==> config.mk <==
export PLATFORM = sky130hd
export DESIGN_NAME = stod_top
export DESIGN_NICKNAME = d
export VERILOG_FILES = /design/src/verilog/stod_pkg.sv /design/src/verilog/stod_decode_if.sv /design/src/verilog/stod_mode_decoder.sv /design/src/verilog/stod_top.sv
export SDC_FILE = /design/constraint.sdc
export NUM_CORES = 1
export LEC_CHECK = 0
export ABC_AREA = 1
export BUFFER_PORTS_ARGS = -buffer_cell sky130_fd_sc_hd__buf_2
export CAP_MARGIN = 20
export CORE_ASPECT_RATIO = 1.5
export CORE_MARGIN = 2
export CORE_UTILIZATION = 35
export CTS_CLUSTER_SIZE = 40
export DETAILED_ROUTE_END_ITERATION = 10
export SETUP_SLACK_MARGIN = 0.02
export SLEW_MARGIN = 30
export SYNTH_ARGS = -nofsm -noshare
export SYNTH_HDL_FRONTEND = slang
export SYNTH_SLANG_ARGS = --single-unit
==> constraint.sdc <==
create_clock -name mclk -period 1.6 [get_ports mclk]
set_input_delay 0.32 -clock mclk [delete_from_list [all_inputs] [get_ports mclk]]
set_output_delay 0.32 -clock mclk [all_outputs]
set_load 0.02 [all_outputs]
==> src/verilog/stod_pkg.sv <==
// Function
// (RULE1) Bytes 0-5 control, 6 reserved, 7 status, 8-10 CRC
// (RULE2) Decode bytes 0-5 by active function mode
// (RULE3) Multi-config: byte0 bits0-4 select bank A
// (RULE4) Multi-config: byte2 bits0-4 second selection A
// (RULE5) Two-function: byte0 bits0-4 select fields A
// (RULE6) Two-function: byte2 bits0-4 select fields B
// (RULE7) Byte4 bit0 warn, bit1 protect restart A
// (RULE8) Two-function: byte5 bit0/bit1 restart B
// (RULE9) Single-function: byte5 reserved, no B restart
// (RULE10) Four-field: byte0 bits0-4 shared group one
// (RULE11) Four-field: byte2 bits0-4 shared group two
// (RULE12) Reserved bits ignored when decoding
package stod_pkg;
   // Telegram layout
   localparam int TEL_BYTES    = 11;
   localparam int IDX_SEL1     = 0;
   localparam int IDX_SEL2     = 2;
   localparam int IDX_RSTA     = 4;
   localparam int IDX_RSTB     = 5;
   localparam int IDX_STATUS   = 7;
   localparam int IDX_CRC_HI   = 8;
   localparam int IDX_CRC_MID  = 9;
   localparam int IDX_CRC_LO   = 10;
   localparam int SEL_W        = 5;
   localparam int BIT_WARN     = 0;
   localparam int BIT_PROT     = 1;
   // APB register offsets
   localparam logic [7:0] OFF_CTRL   = 8'h00;
   localparam logic [7:0] OFF_SELA   = 8'h04;
   localparam logic [7:0] OFF_SELB   = 8'h08;
   localparam logic [7:0] OFF_RST    = 8'h0C;
   localparam logic [7:0] OFF_STAT   = 8'h10;
   localparam logic [7:0] OFF_COUNT  = 8'h14;
   localparam logic [2:0] MODE_RESET = 3'h0;
   // Function modes
   typedef enum logic [2:0] {
      STOD_MODE_1F_5_10,
      STOD_MODE_1F_100,
      STOD_MODE_1F_MULTI,
      STOD_MODE_2F,
      STOD_MODE_2F_FOUR,
      STOD_MODE_2F_MULTI
   } stod_mode_e;
   // Receive states
   typedef enum logic [0:0] {
      STOD_IDLE,
      STOD_RECV
   } stod_state_e;
endpackage

==> src/verilog/stod_decode_if.sv <==
`timescale 1ns/1ps
// Raw telegram bytes and mode between receiver and decoder
interface stod_decode_if;
   logic [7:0] byte0;  // Selection group one byte
   logic [7:0] byte2;  // Selection group two byte
   logic [7:0] byte4;  // Restart byte, function A
   logic [7:0] byte5;  // Restart byte, function B
   logic [2:0] mode;   // Active function mode
   logic [4:0] selA;   // Decoded selection for A
   logic [4:0] selB;   // Decoded selection for B
   logic       bankSel; // Selection is bank, not field
   logic [1:0] rstA;   // Restart requests A
   logic [1:0] rstB;   // Restart requests B
   modport master (output byte0, byte2, byte4, byte5, mode, input selA, selB, bankSel, rstA, rstB);
   modport decoder (input byte0, byte2, byte4, byte5, mode, output selA, selB, bankSel, rstA, rstB);
endinterface

==> src/verilog/stod_mode_decoder.sv <==
`timescale 1ns/1ps
// Combinational mode-dependent decode of bytes 0..5
module stod_mode_decoder (
   stod_decode_if.decoder dif  // Bytes in, decoded fields out
);
   // Reserved bits are masked off by taking only the defined fields
   always_comb begin
      dif.selA    = '0;
      dif.selB    = '0;
      dif.bankSel = 1'b0;
      dif.rstA    = {dif.byte4[stod_pkg::BIT_PROT], dif.byte4[stod_pkg::BIT_WARN]}; // [RULE7] [RULE12]
      dif.rstB    = 2'h0;
      case (stod_pkg::stod_mode_e'(dif.mode)) // [RULE2]
         stod_pkg::STOD_MODE_1F_MULTI: begin
            dif.selA    = dif.byte0[stod_pkg::SEL_W-1:0]; // [RULE3]
            dif.bankSel = 1'b1;
            dif.selB    = dif.byte2[stod_pkg::SEL_W-1:0]; // [RULE4]
         end
         stod_pkg::STOD_MODE_2F: begin
            dif.selA = dif.byte0[stod_pkg::SEL_W-1:0]; // [RULE5]
            dif.selB = dif.byte2[stod_pkg::SEL_W-1:0]; // [RULE6]
            dif.rstB = {dif.byte5[stod_pkg::BIT_PROT], dif.byte5[stod_pkg::BIT_WARN]}; // [RULE8]
         end
         stod_pkg::STOD_MODE_2F_FOUR: begin
            dif.selA = dif.byte0[stod_pkg::SEL_W-1:0]; // [RULE10]
            dif.selB = dif.byte2[stod_pkg::SEL_W-1:0]; // [RULE11]
            dif.rstB = {dif.byte5[stod_pkg::BIT_PROT], dif.byte5[stod_pkg::BIT_WARN]};
         end
         stod_pkg::STOD_MODE_2F_MULTI: begin
            dif.selA    = dif.byte0[stod_pkg::SEL_W-1:0];
            dif.bankSel = 1'b1;
            dif.selB    = dif.byte2[stod_pkg::SEL_W-1:0];
            dif.rstB    = {dif.byte5[stod_pkg::BIT_PROT], dif.byte5[stod_pkg::BIT_WARN]};
         end
         default: begin
            // Single-function field modes: byte 5 ignored
            dif.selA = dif.byte0[stod_pkg::SEL_W-1:0]; // [RULE9]
            dif.selB = (stod_pkg::stod_mode_e'(dif.mode) == stod_pkg::STOD_MODE_1F_100) ?
                       dif.byte2[stod_pkg::SEL_W-1:0] : 5'h00;
         end
      endcase
   end
endmodule

==> src/verilog/stod_top.sv <==
`timescale 1ns/1ps
// Safe output telegram decoder: byte stream in, decoded selections out
module stod_top (
   input  wire logic        mclk,        // 20 MHz clock
   input  wire logic        reset_n,     // Async reset, active low
   input  wire logic        telStart,    // Pulse: byte 0 of telegram on telData
   input  wire logic        telValid,    // Pulse: telData holds a byte
   input  wire logic [7:0]  telData,     // Telegram byte
   input  wire logic        telGood,     // Safety layer accepted status/CRC
   output logic [4:0]       selA,        // Selection, function A
   output logic [4:0]       selB,        // Selection, function B
   output logic             bankSel,     // Selection A is a configuration bank
   output logic [1:0]       rstA,        // Restart requests A {prot,warn}
   output logic [1:0]       rstB,        // Restart requests B {prot,warn}
   output logic             frameDone,   // Pulse: new telegram applied
   input  wire logic        psel,        // APB select
   input  wire logic        penable,     // APB enable
   input  wire logic        pwrite,      // APB direction
   input  wire logic [7:0]  paddr,       // APB byte address
   input  wire logic [31:0] pwdata,      // APB write data
   output logic [31:0]      prdata,      // APB read data
   output logic             pready,      // APB ready
   output logic             pslverr      // APB error
);
   stod_decode_if dif ();

   // Receive state
   stod_pkg::stod_state_e stateReg, stateNext;
   logic [3:0]  idxReg, idxNext;             // Byte index in telegram
   logic [7:0]  shadow0Reg, shadow0Next;     // Bytes being received
   logic [7:0]  shadow2Reg, shadow2Next;
   logic [7:0]  shadow4Reg, shadow4Next;
   logic [7:0]  shadow5Reg, shadow5Next;
   logic [7:0]  statusReg, statusNext;       // Safety status byte
   logic        fullReg, fullNext;           // All bytes seen
   logic [7:0]  act0Reg, act0Next;           // Applied telegram bytes
   logic [7:0]  act2Reg, act2Next;
   logic [7:0]  act4Reg, act4Next;
   logic [7:0]  act5Reg, act5Next;
   logic        doneReg, doneNext;
   logic [15:0] countReg, countNext;         // Applied telegram count
   // Registers
   logic [2:0]  modeReg, modeNext;           // Function mode
   logic [31:0] rdataReg, rdataNext;
   logic        errReg, errNext;
   // Outputs registered
   logic [4:0]  selAReg, selBReg;
   logic        bankReg;
   logic [1:0]  rstAReg, rstBReg;

   // Byte receive: bytes 0, 2, 4, 5 and the status byte are kept, CRC bytes are counted
   always_comb begin
      stateNext   = stateReg;
      idxNext     = idxReg;
      shadow0Next = shadow0Reg;
      shadow2Next = shadow2Reg;
      shadow4Next = shadow4Reg;
      shadow5Next = shadow5Reg;
      statusNext  = statusReg;
      fullNext    = fullReg;
      case (stateReg)
         stod_pkg::STOD_IDLE: begin
            if (telValid && telStart) begin
               shadow0Next = telData;
               idxNext     = 4'h1;
               fullNext    = 1'b0;
               stateNext   = stod_pkg::STOD_RECV;
            end
         end
         stod_pkg::STOD_RECV: begin
            if (telValid && telStart) begin
               // A fresh start aborts a partial telegram
               shadow0Next = telData;
               idxNext     = 4'h1;
               fullNext    = 1'b0;
            end else if (telValid) begin
               if (idxReg == 4'(stod_pkg::IDX_SEL2)) shadow2Next = telData; // [RULE1]
               else if (idxReg == 4'(stod_pkg::IDX_RSTA)) shadow4Next = telData;
               else if (idxReg == 4'(stod_pkg::IDX_RSTB)) shadow5Next = telData;
               else if (idxReg == 4'(stod_pkg::IDX_STATUS)) statusNext = telData;
               if (idxReg == 4'(stod_pkg::IDX_CRC_LO)) begin
                  fullNext  = 1'b1;
                  stateNext = stod_pkg::STOD_IDLE;
               end
               idxNext = idxReg + 4'h1;
            end
         end
         default: stateNext = stod_pkg::STOD_IDLE;
      endcase
   end

   // Apply a complete telegram once the safety layer accepts it, unless byte 0 of a new telegram arrives in that cycle
   always_comb begin
      act0Next  = act0Reg;
      act2Next  = act2Reg;
      act4Next  = act4Reg;
      act5Next  = act5Reg;
      doneNext  = 1'b0;
      countNext = countReg;
      if (fullReg && telGood && stateReg == stod_pkg::STOD_IDLE && !(telValid && telStart)) begin
         act0Next  = shadow0Reg;
         act2Next  = shadow2Reg;
         act4Next  = shadow4Reg;
         act5Next  = shadow5Reg;
         doneNext  = 1'b1;
         countNext = countReg + 16'h0001;
      end
   end

   // Receive registers
   always_ff @(posedge mclk or negedge reset_n) begin
      if (!reset_n) begin
         stateReg   <= stod_pkg::STOD_IDLE;
         idxReg     <= 4'h0;
         shadow0Reg <= 8'h00;
         shadow2Reg <= 8'h00;
         shadow4Reg <= 8'h00;
         shadow5Reg <= 8'h00;
         statusReg  <= 8'h00;
         fullReg    <= 1'b0;
         act0Reg    <= 8'h00;
         act2Reg    <= 8'h00;
         act4Reg    <= 8'h00;
         act5Reg    <= 8'h00;
         doneReg    <= 1'b0;
         countReg   <= 16'h0000;
      end else begin
         stateReg   <= stateNext;
         idxReg     <= idxNext;
         shadow0Reg <= shadow0Next;
         shadow2Reg <= shadow2Next;
         shadow4Reg <= shadow4Next;
         shadow5Reg <= shadow5Next;
         statusReg  <= statusNext;
         fullReg    <= doneNext ? 1'b0 : fullNext;
         act0Reg    <= act0Next;
         act2Reg    <= act2Next;
         act4Reg    <= act4Next;
         act5Reg    <= act5Next;
         doneReg    <= doneNext;
         countReg   <= countNext;
      end
   end

   // Decoder feed from the next applied bytes, so outputs and frameDone move on the same edge
   assign dif.byte0 = act0Next;
   assign dif.byte2 = act2Next;
   assign dif.byte4 = act4Next;
   assign dif.byte5 = act5Next;
   assign dif.mode  = modeReg;

   stod_mode_decoder uDec (
      .dif (dif)
   );

   // Output flops; decoded values follow a mode change one edge after modeReg updates  [RULE2]
   always_ff @(posedge mclk or negedge reset_n) begin
      if (!reset_n) begin
         selAReg <= 5'h00;
         selBReg <= 5'h00;
         bankReg <= 1'b0;
         rstAReg <= 2'h0;
         rstBReg <= 2'h0;
      end else begin
         selAReg <= dif.selA;
         selBReg <= dif.selB;
         bankReg <= dif.bankSel;
         rstAReg <= dif.rstA;
         rstBReg <= dif.rstB;
      end
   end

   assign selA      = selAReg;
   assign selB      = selBReg;
   assign bankSel   = bankReg;
   assign rstA      = rstAReg;
   assign rstB      = rstBReg;
   assign frameDone = doneReg;

   // APB slave: zero wait states, error on unmapped address, bad mode or write to a read-only register
   always_comb begin
      modeNext  = modeReg;
      rdataNext = rdataReg;
      errNext   = 1'b0;
      if (psel && !penable) begin
         if (paddr == stod_pkg::OFF_CTRL) begin
            rdataNext = {29'h0, modeReg};
            if (pwrite) begin
               // Out-of-range codes, upper bits included, are refused and leave the mode unchanged
               if (pwdata > 32'(stod_pkg::STOD_MODE_2F_MULTI)) errNext = 1'b1;
            end
         end else if (paddr == stod_pkg::OFF_SELA) begin
            rdataNext = {26'h0, bankReg, selAReg};
            errNext   = pwrite;
         end else if (paddr == stod_pkg::OFF_SELB) begin
            rdataNext = {27'h0, selBReg};
            errNext   = pwrite;
         end else if (paddr == stod_pkg::OFF_RST) begin
            rdataNext = {28'h0, rstBReg, rstAReg};
            errNext   = pwrite;
         end else if (paddr == stod_pkg::OFF_STAT) begin
            rdataNext = {22'h0, fullReg, stateReg, statusReg};
            errNext   = pwrite;
         end else if (paddr == stod_pkg::OFF_COUNT) begin
            rdataNext = {16'h0, countReg};
            errNext   = pwrite;
         end else begin
            rdataNext = 32'h0000_0000;
            errNext   = 1'b1;
         end
      end
      // Mode write lands at the access edge, once the setup verdict is known
      if (psel && penable && pwrite && paddr == stod_pkg::OFF_CTRL && !errReg) begin
         modeNext = pwdata[2:0]; // [RULE2]
      end
   end

   // Register flops; read data and verdict prepared at setup, write done at access
   always_ff @(posedge mclk or negedge reset_n) begin
      if (!reset_n) begin
         modeReg  <= stod_pkg::MODE_RESET;
         rdataReg <= 32'h0000_0000;
         errReg   <= 1'b0;
      end else begin
         modeReg  <= modeNext;
         rdataReg <= rdataNext;
         errReg   <= errNext;
      end
   end

   assign prdata  = rdataReg;
   assign pready  = 1'b1;
   assign pslverr = psel & penable & errReg;
endmodule

==> flow_metrics.env, run 1 <==
export IMPL_fmax_mhz=690
export IMPL_cts_tree="yes"
export IMPL_drt_pass1_iter_count=4
export IMPL_syn_avg_cell_area_um2=8.26
export IMPL_die_height_um=142
export IMPL_p_leak_nw=3.04
export IMPL_worstSkewPairLatency_ns=0.34
export IMPL_syn_inst=537
export IMPL_vdd_drop_max_mv=0.653
export IMPL_io_buffers=88
export IMPL_tns_ns=0
export IMPL_synth_cell_type_count=35
export IMPL_die_w_um=95.9
export IMPL_synth_area_leaders="dfrtp_1 49%, nand2_1 12%, o21ai_0 5.0%, inv_1 4.7%, nor2_1 4.1%"
export IMPL_hp_class="input port to flop"
export IMPL_cp_depth=8
export IMPL_num_rows=50
export IMPL_cts_sinks=87
export IMPL_antenna_left=0
export IMPL_overflow=0
export IMPL_final_common_cell="nand2_1"
export IMPL_drt_met1_wl_mm=4.71
export IMPL_core_mm2=0.0124
export IMPL_syn2layout_area_growth_pct=23.3
export IMPL_layout_drive_gt1_share_pct=27.8
export IMPL_cpMaxStageDelayCell="dfrtp_1"
export IMPL_grt_max_degree=32
export IMPL_drc=0
export IMPL_vias=3776
export IMPL_fin_area_mm2=0.00547
export IMPL_ys_warn_count=0
export IMPL_crit_type="flop to flop"
export IMPL_outcome="finished, final reports clean"
export IMPL_power_per_cell_area_mw_per_mm2=924
export IMPL_synth_edf_count=0
export IMPL_final_nets=711
export IMPL_setup_viol=0
export IMPL_grt_pass1_wl_mm=17.7
export IMPL_die_area_mm2=0.0136
export IMPL_hpwlAfterDp_mm=8.64
export IMPL_clockBufferDepth=2
export IMPL_synth_top_area_share_pct=49.1
export IMPL_cap_violations=0
export IMPL_cp_num_buf_inv=2
export IMPL_routedWlPerCell_um=13.6
export IMPL_insertedDiodeCount=0
export IMPL_cts_root_buf="clkbuf_16"
export IMPL_synth_async_reset_ratio_pct=100
export IMPL_grt_use_total_pct=16.8
export IMPL_via_per_inst=4.66
export IMPL_required_ns=1.82
export IMPL_total_power_mw=5.05
export IMPL_crit_chain="inv_1, ha_1, nand3b_1, nor3_2, nand2_2, buf_12, nor2_1, a21oi_2"
export IMPL_syn_area_mm2=0.00443
export IMPL_grt_pass1_vias=3620
export IMPL_hold_depth=2
export IMPL_cpLargestDelayFamily="simple AND/OR/NAND/NOR gates"
export IMPL_cp_max_fo=8
export IMPL_io_pins=106
export IMPL_final_core_util_pct=43.9
export IMPL_wirelength_mm=11.0
export IMPL_gp_congestion=0.942
export IMPL_finClkSkew_ns=0.0125
export IMPL_cp_data_arrival_time_ns=1.67
export IMPL_cts_htree_levels=3
export IMPL_fin_crit_sh_pct=90.5
export IMPL_drv_slew=0
export IMPL_fin_crit_ns=1.45
export IMPL_fillers=1233
export IMPL_timing_critical_path_from_type="flop"
export IMPL_clk_pin_slew_ns=0.07
export IMPL_initial_utilization_pct=35.6
export IMPL_antenna_found_initial=0
export IMPL_reg2regPathDepth=8
export IMPL_place_area_mm2=0.00511
export IMPL_highest_layer="met4"
export IMPL_yosysSeqAreaShare_pct=49.1
export IMPL_yosys_area_top_type="dfrtp_1"
export IMPL_cts_buffers=9
export IMPL_slowest_delay_ns=0.35
export IMPL_initialDrtViolationCount=163
export IMPL_met3WireLength_um=434
export IMPL_grt_setup_unrepaired="yes"
export IMPL_critPathCaptureType="flop"
export IMPL_met2_length_mm=5.67
export IMPL_final_cell_mix="137 x nand2_1, 87 x buf_2, 86 x dfrtp_1, 56 x inv_1, 49 x nor2_1"
export IMPL_synthFlopType="dfrtp_1"
export IMPL_hold_viol_final=0
export IMPL_yosys_register_bits=87
## state kept, by name, summed over array words and instances, names as in the netlist, 3 cells and up
name,flops
statusReg,8
act0Reg,5
countReg,16
act2Reg,5
prdata,16
dif.mode,3
selB,5
shadow0Reg,5
shadow2Reg,5
idxReg,4
## path summary, 6_finish.rpt
kind | slack, ns | startpoint | endpoint
max | 0.15 | idxReg[0]$_DFFE_PN0P_ | statusReg[5]$_DFFE_PN0P_
min | 0.24 | telValid | stateReg$_DFF_PN0_
max reg2reg | 0.15 | idxReg[0]$_DFFE_PN0P_ | statusReg[5]$_DFFE_PN0P_
min reg2reg | 0.48 | prdata[13]$_DFFE_PN0P_ | prdata[13]$_DFFE_PN0P_
max in group asynchronous | 0.60 | reset_n | prdata[3]$_DFFE_PN0P_
min in group asynchronous | 0.48 | reset_n | idxReg[3]$_DFFE_PN0P_
## cell usage after synthesis (all sizes together), types with 9 or more instances
cell type    n
nand2      142
dfrtp       87
inv         67
nor2        61
o21ai       54
nand3       25
buf         22
a21oi       16
xor2        13
or2         12
nand4       11
nor3         9
## where the power goes
group | total [mW] | switching [mW] | internal, mW
combinational | 0.539 | 0.327 | 0.213
sequential | 2.47 | 0.0988 | 2.37
clock | 2.05 | 0.888 | 1.16
## cell families after synthesis
logic type	synth area share, %
compound gates	9.34
xor+xnor	2.57
fa+ha+maj	1.41
buf+inv	9.68
flops	49.1
other cells	0.169
simple gates	27.7
## worst reg2reg max path: cells and delay by family, from the launching register on
kind,cells,cell delay (ns)
DFF,1,0.35
and+or+nand+nor,4,0.55
buffers and inverters,2,0.21
adders and majority gates,1,0.20
AOI/OAI and AO/OA,1,0.04
## routing by layer
metal,vias to the layer above,GRT usage (%)
met5,-,0
met4,0,5.94
met3,14,2.92
met2,109,29.6
met1,1750,20.4
li1,1903,-
## through the flow
stage,setup slack (ns),hold slack [ns],instances
4_1_cts,0.0870,0.233,809
2_1_floorplan,0.122,0.0244,552
3_3_place_gp,0.00911,0.304,790
3_5_place_dp,-0.0402,0.309,790
6_report,0.151,0.235,811
5_1_grt,0.00354,0.233,811
## cell type report
class	count	area [µm²]	area share, %
clock buffer	12	256	4.69
clock inverter	4	35.0	0.641
inverter	67	256	4.69
multi-input combinational	374	1890	34.5
sequential	87	2180	39.9
tap	156	195	3.57
timing repair buffer	111	656	12.0
## timing repair
action	4_1_cts	5_1_grt
pin swaps	1	0
setup endpoints to repair	3	10
setup buffers	2	2
hold endpoints to repair	27	0
hold buffers	1	0
gates resized for setup	0	2
Power figures use the tool's default switching activity.
==> run 2: changes to the inputs <==
- CORE_MARGIN: 2 -> 1
- CORE_UTILIZATION: 35 -> 54
- PLACE_DENSITY: default -> 0.8
- SLEW_MARGIN: 30 -> 0
==> run 2 against run 1 <==
  * Register-to-register slack got worse by 0.10 ns
  * Clock power rose by 15%
  * Worst hold slack improved by 0.0038 ns
  * First-iteration DRC count rose by 53%
  * Critical endpoint is now statusReg[1]$_DFFE_PN0P_
  * Largest cell class unchanged
  * Largest power group unchanged
==> flow_metrics.env, run 2 (synthesized netlist as in run 1, its figures left out) <==
export IMPL_outcome="finished, final reports clean"
export IMPL_p_leak_nw=3.06
export IMPL_die_area_mm2=0.00858
export IMPL_vias=3910
export IMPL_final_nets=711
export IMPL_die_height_um=113
export IMPL_hp_class="input port to flop"
export IMPL_cp_startpoint="idxReg[0]$_DFFE_PN0P_"
export IMPL_fin_area_mm2=0.00546
export IMPL_reg2reg_slack_ns=0.05
export IMPL_hpwlAfterDp_mm=7.79
export IMPL_layout_drive_gt1_share_pct=28.2
export IMPL_cts_sinks=87
export IMPL_drc=0
export IMPL_critPathCaptureType="flop"
export IMPL_cts_tree="yes"
export IMPL_vdd_drop_max_mv=0.742
export IMPL_io_buffers=88
export IMPL_final_common_cell="nand2_1"
export IMPL_p_clk_share_pct=43.6
export IMPL_finClkSkew_ns=0.00595
export IMPL_drt_pass1_iter_count=5
export IMPL_clockBufferDepth=2
export IMPL_grt_pass1_vias=3666
export IMPL_initial_utilization_pct=55.4
export IMPL_antenna_found_initial=0
export IMPL_cap_violations=0
export IMPL_grt_pass1_wl_mm=17.1
export IMPL_routedWlPerCell_um=14.0
export IMPL_reg2regPathDepth=7
export IMPL_syn2layout_area_growth_pct=23.1
export IMPL_fin_crit_sh_pct=96.8
export IMPL_overflow=0
export IMPL_grt_max_degree=32
export IMPL_antenna_left=0
export IMPL_power_internal_mw=4.13
export IMPL_io_pins=106
export IMPL_crit_type="flop to flop"
export IMPL_wirelength_mm=10.6
export IMPL_swShare_pct=23.2
export IMPL_place_area_mm2=0.00502
export IMPL_p_sw_mw=1.25
export IMPL_final_core_util_pct=68.2
export IMPL_cts_root_buf="clkbuf_16"
export IMPL_via_per_inst=5.16
export IMPL_grt_setup_unrepaired="no"
export IMPL_insertedDiodeCount=0
export IMPL_fin_crit_ns=1.55
export IMPL_r2r_start="idxReg[0]$_DFFE_PN0P_"
export IMPL_hold_depth=3
export IMPL_worstSetupEndpoint="statusReg[1]$_DFFE_PN0P_"
export IMPL_reg2reg_to="statusReg[1]$_DFFE_PN0P_"
export IMPL_cp_max_fo=6
export IMPL_seq_power_share_pct=46.0
export IMPL_drv_slew=0
export IMPL_final_cell_mix="137 x nand2_1, 87 x dfrtp_1, 87 x buf_2, 54 x inv_1, 49 x nor2_1"
export IMPL_fmax_mhz=646
export IMPL_cts_htree_levels=3
export IMPL_die_w_um=76.0
export IMPL_power_per_cell_area_mw_per_mm2=986
export IMPL_cts_buffers=9
export IMPL_pwr_share_comb_pct=10.4
export IMPL_clk_pin_slew_ns=0.06
export IMPL_setup_viol=0
export IMPL_hold_viol_final=0
export IMPL_num_rows=40
export IMPL_worstSkewPairLatency_ns=0.34
export IMPL_timing_critical_path_from_type="flop"
export IMPL_initialDrtViolationCount=249
export IMPL_cp_data_arrival_time_ns=1.81
export IMPL_gp_congestion=0.921
export IMPL_required_ns=1.86
export IMPL_grt_use_total_pct=25.6
export IMPL_core_mm2=0.00801
==> run 2: cell types whose count changed in the layout (fill, tap and decap cells not counted), sizes merged <==
| cell | delta |
|---|---|
| clkbuf | -1 |
| nand2 | +1 |
| bufinv | +3 |
| buf | -2 |
| inv | -3 |
==> run 2: layer usage <==
layer  vias up  wire, µm  GRT usage, %
met5         -         0             0
met1      1839      4200          29.5
met2       155      5620          46.7
met4         0       220          9.23
li1       1895         -             -
met3        21       558          5.56
==> run 2: through the flow <==
stage          setup WS [ns]  std cells  power [mW]  setup TNS (ns)  hold slack (ns)
6_report              0.0517        758        5.38               0            0.239
5_1_grt              0.00468        758        5.59               0            0.246
4_1_cts               0.0305        754        5.37               0            0.226
3_5_place_dp         -0.0519        735        3.03          -0.174            0.288
3_3_place_gp          0.0266        735        2.99               0            0.279
2_1_floorplan          0.122        552        2.81               0           0.0244
==> run 2: worst min-delay path by stage <==
| stage | from | endpoint | slack [ns] |
|---|---|---|---|
| 2_1_floorplan | reset_n | act0Reg[0]$_DFFE_PN0P_ | 0.02 |
| 4_1_cts | telValid | stateReg$_DFF_PN0_ | 0.23 |
| 3_3_place_gp | reset_n | prdata[11]$_DFFE_PN0P_ | 0.28 |
| 6_report | telData[7] | statusReg[7]$_DFFE_PN0P_ | 0.24 |
| 5_1_grt | telValid | stateReg$_DFF_PN0_ | 0.25 |
| 3_5_place_dp | reset_n | prdata[11]$_DFFE_PN0P_ | 0.29 |
==> run 2: power groups by stage <==
stage / Clock [mW] / Combinational (mW) / Sequential (mW)
6_report: 2.35 / 0.559 / 2.47
5_1_grt: 2.46 / 0.637 / 2.49
4_1_cts: 2.36 / 0.535 / 2.47
3_5_place_dp: 0 / 0.517 / 2.51
3_3_place_gp: 0 / 0.489 / 2.50
2_1_floorplan: 0 / 0.323 / 2.48
==> run 2: what timing repair did <==
item | in CTS | in global routing
setup endpoints to repair | 6 | 9
hold buffers | 1 | 0
cloned | 1 | 0
buffers inserted | 3 | 4
resized for setup | 3 | 8
endpoints found under the hold margin | 28 | 0
pin swaps | 2 | 5
==> run 2: cell type report <==
| class | count | area, µm² |
|---|---|---|
| fill | 665 | 2550 |
| sequential | 87 | 2180 |
| multi-input combinational | 375 | 1920 |
| timing repair buffer | 110 | 644 |
| inverter | 67 | 256 |
| clock buffer | 10 | 239 |
| tap | 105 | 131 |
| clock inverter | 4 | 95.1 |
==> run 2: critical path, cell delays in order, from the launching register on <==
cell	delay [ns]
dfrtp_1	0.37
inv_2	0.07
ha_4	0.16
nand3b_1	0.21
nor3_4	0.19
nand2_2	0.15
buf_6	0.17
o21ai_2	0.15
==> run 3: changes to the inputs <==
- CORE_ASPECT_RATIO: 1.5 -> 1.75
- CORE_UTILIZATION: 54 -> 49
- PLACE_DENSITY: 0.8 -> 0.77
- clock period: 1.6 -> 1.4 ns (I/O delays scaled with it)
==> run 3 against run 2 <==
  * The flow now finishes with violations (setup timing)
  * Wire length increased by 14%
  * Sequential cell count unchanged
  * Non-clock buffer count grew 35
  * First-iteration DRC count decreased by 4.0%
  * Critical path depth is the same
  * Sequential power grew 17%
  * Via count grew 5.2%
  * Count of clock-buffer cells in the layout grew 2
  * Critical endpoint unchanged
==> flow_metrics.env, run 3 (synthesized netlist as in run 1, its figures left out) <==
export IMPL_outcome="finished, violations left"
export IMPL_violations="setup timing"
export IMPL_met3WireLength_um=475
export IMPL_holdWs_ns=0.190
export IMPL_via_per_inst=5.10
export IMPL_insertedDiodeCount=0
export IMPL_preCtsSetupSlack_ns=-0.135
export IMPL_final_nets=746
export IMPL_cts_tree="yes"
export IMPL_antenna_left=0
export IMPL_worstSkewPairLatency_ns=0.35
export IMPL_hp_class="input port to flop"
export IMPL_num_rows=45
export IMPL_cts_htree_levels=3
export IMPL_overflow=0
export IMPL_die_height_um=128
export IMPL_gp_congestion=0.917
export IMPL_final_common_cell="nand2_1"
export IMPL_fillers=689
export IMPL_hold_viol_final=0
export IMPL_io_buffers=88
export IMPL_crit_type="flop to flop"
export IMPL_core_mm2=0.00873
export IMPL_met2_length_mm=6.59
export IMPL_critPathCaptureType="flop"
export IMPL_p_leak_nw=3.22
export IMPL_drt_met1_wl_mm=4.42
export IMPL_clk_pin_slew_ns=0.06
export IMPL_slowest_delay_ns=0.38
export IMPL_cap_violations=0
export IMPL_initialDrtViolationCount=239
export IMPL_syn2layout_area_growth_pct=34.4
export IMPL_fmax_mhz=644
export IMPL_fin_crit_sh_pct=111
export IMPL_fin_area_mm2=0.00596
export IMPL_setup_viol=33
export IMPL_cp_max_fo=6
export IMPL_vdd_drop_max_mv=0.956
export IMPL_initial_utilization_pct=50.8
export IMPL_required_ns=1.67
export IMPL_clockBufferDepth=2
export IMPL_power_per_cell_area_mw_per_mm2=1000
export IMPL_finalWorstSetupSlack_ns=-0.153
export IMPL_timing_critical_path_from_type="flop"
export IMPL_final_cell_mix="127 x nand2_1, 87 x buf_2, 81 x dfrtp_1, 52 x inv_1, 46 x nor2_1"
export IMPL_vias=4115
export IMPL_routedWlPerCell_um=15.0
export IMPL_drc=0
export IMPL_antenna_found_initial=0
export IMPL_cts_root_buf="clkbuf_16"
export IMPL_highest_layer="met4"
export IMPL_wirelength_mm=12.1
export IMPL_crit_chain="inv_2, ha_4, nand3b_1, nor3_4, nand2_4, buf_6, o21ai_2"
export IMPL_layout_drive_gt1_share_pct=37.0
export IMPL_io_pins=106
export IMPL_die_area_mm2=0.00945
export IMPL_fin_crit_ns=1.55
export IMPL_grt_setup_unrepaired="yes"
export IMPL_drt_pass1_iter_count=5
export IMPL_hpwlAfterDp_mm=8.39
export IMPL_grt_use_total_pct=25.7
export IMPL_grt_pass1_wl_mm=18.3
export IMPL_grt_pass1_vias=3982
export IMPL_finClkSkew_ns=0.00708
export IMPL_die_w_um=73.9
export IMPL_cpMaxStageDelayCell="dfrtp_1"
export IMPL_grt_max_degree=27
export IMPL_cts_sinks=87
export IMPL_place_area_mm2=0.00519
export IMPL_drv_slew=0
export IMPL_cts_buffers=9
export IMPL_cp_data_arrival_time_ns=1.82
-- run 3: cell count changes in the layout (fill, tap and decap cells not counted), moves of 7 or more --
cell     before  now
buf_6         3   10
o21ai_0      44   31
o21ai_4       0    7
nand2_1     137  127
nand2_2       6   15
buf_4        16   43
-- run 3: worst paths after layout --
path | from | end | slack [ns] | cells after the start
worst max-delay path | idxReg[0]$_DFFE_PN0P_ | statusReg[1]$_DFFE_PN0P_ | -0.15 | 7
worst max register to register | idxReg[0]$_DFFE_PN0P_ | statusReg[1]$_DFFE_PN0P_ | -0.15 | 7
max in group asynchronous | reset_n | countReg[0]$_DFFE_PN0P_ | 0.54 | 3
worst min register to register | prdata[13]$_DFFE_PN0P_ | prdata[13]$_DFFE_PN0P_ | 0.48 | 2
min in group asynchronous | reset_n | frameDone$_DFF_PN0_ | 0.37 | 2
worst min-delay path | pwdata[0] | dif.mode[0]$_DFFE_PN0P_ | 0.19 | 3
-- run 3: cell type report --
class / instances / area [µm²] / share of cell area (%)
clock inverters: 4 / 28.8 / 0.483
inverters: 67 / 267 / 4.47
flip-flops and latches: 87 / 2180 / 36.7
clock buffers: 12 / 267 / 4.47
repair buffers: 145 / 956 / 16.0
multi-input cells: 375 / 2110 / 35.4
well taps: 117 / 146 / 2.46
-- run 3: report_power, final --
| part | internal (mW) | switching (mW) |
|---|---|---|
| clock network | 1.35 | 1.00 |
| registers | 2.71 | 0.179 |
| logic | 0.298 | 0.430 |
| total | 4.35 | 1.61 |
-- run 3: critical path, delay by kind of cell (launching register included) --
kind,cells,cell delay [ns]
AND/OR/NAND/NOR,3,0.56
flip-flops,1,0.38
buffers and inverters,2,0.23
adder cells (fa/ha/maj),1,0.15
AO/OA/AOI/OAI,1,0.13
-- run 3: per-stage QoR --
step                      setup TNS (ns)  util [%]  power [mW]  cells
after floorplan                        0         -        3.21    552
after global placement            -0.308      59.5        3.46    766
after detailed placement           -1.35      59.5        3.50    766
after CTS                          -1.02      63.9        5.86    790
after global routing               -4.48      68.3        6.19    807
final                              -1.95      68.3        5.96    807
-- run 3: layer usage --
metal  vias up  track usage, %
li1       1977               -
met1      1942            29.0
met2       148            44.7
met3        48            4.40
met4         0            14.4
met5         -               0
-- run 3: repair_timing --
action	in CTS	in global routing
cloned	1	1
endpoints found under the hold margin	17	0
resized for setup	11	74
pin swaps	4	15
hold buffers	1	0
endpoints found under the setup margin	34	43
setup buffers	6	17
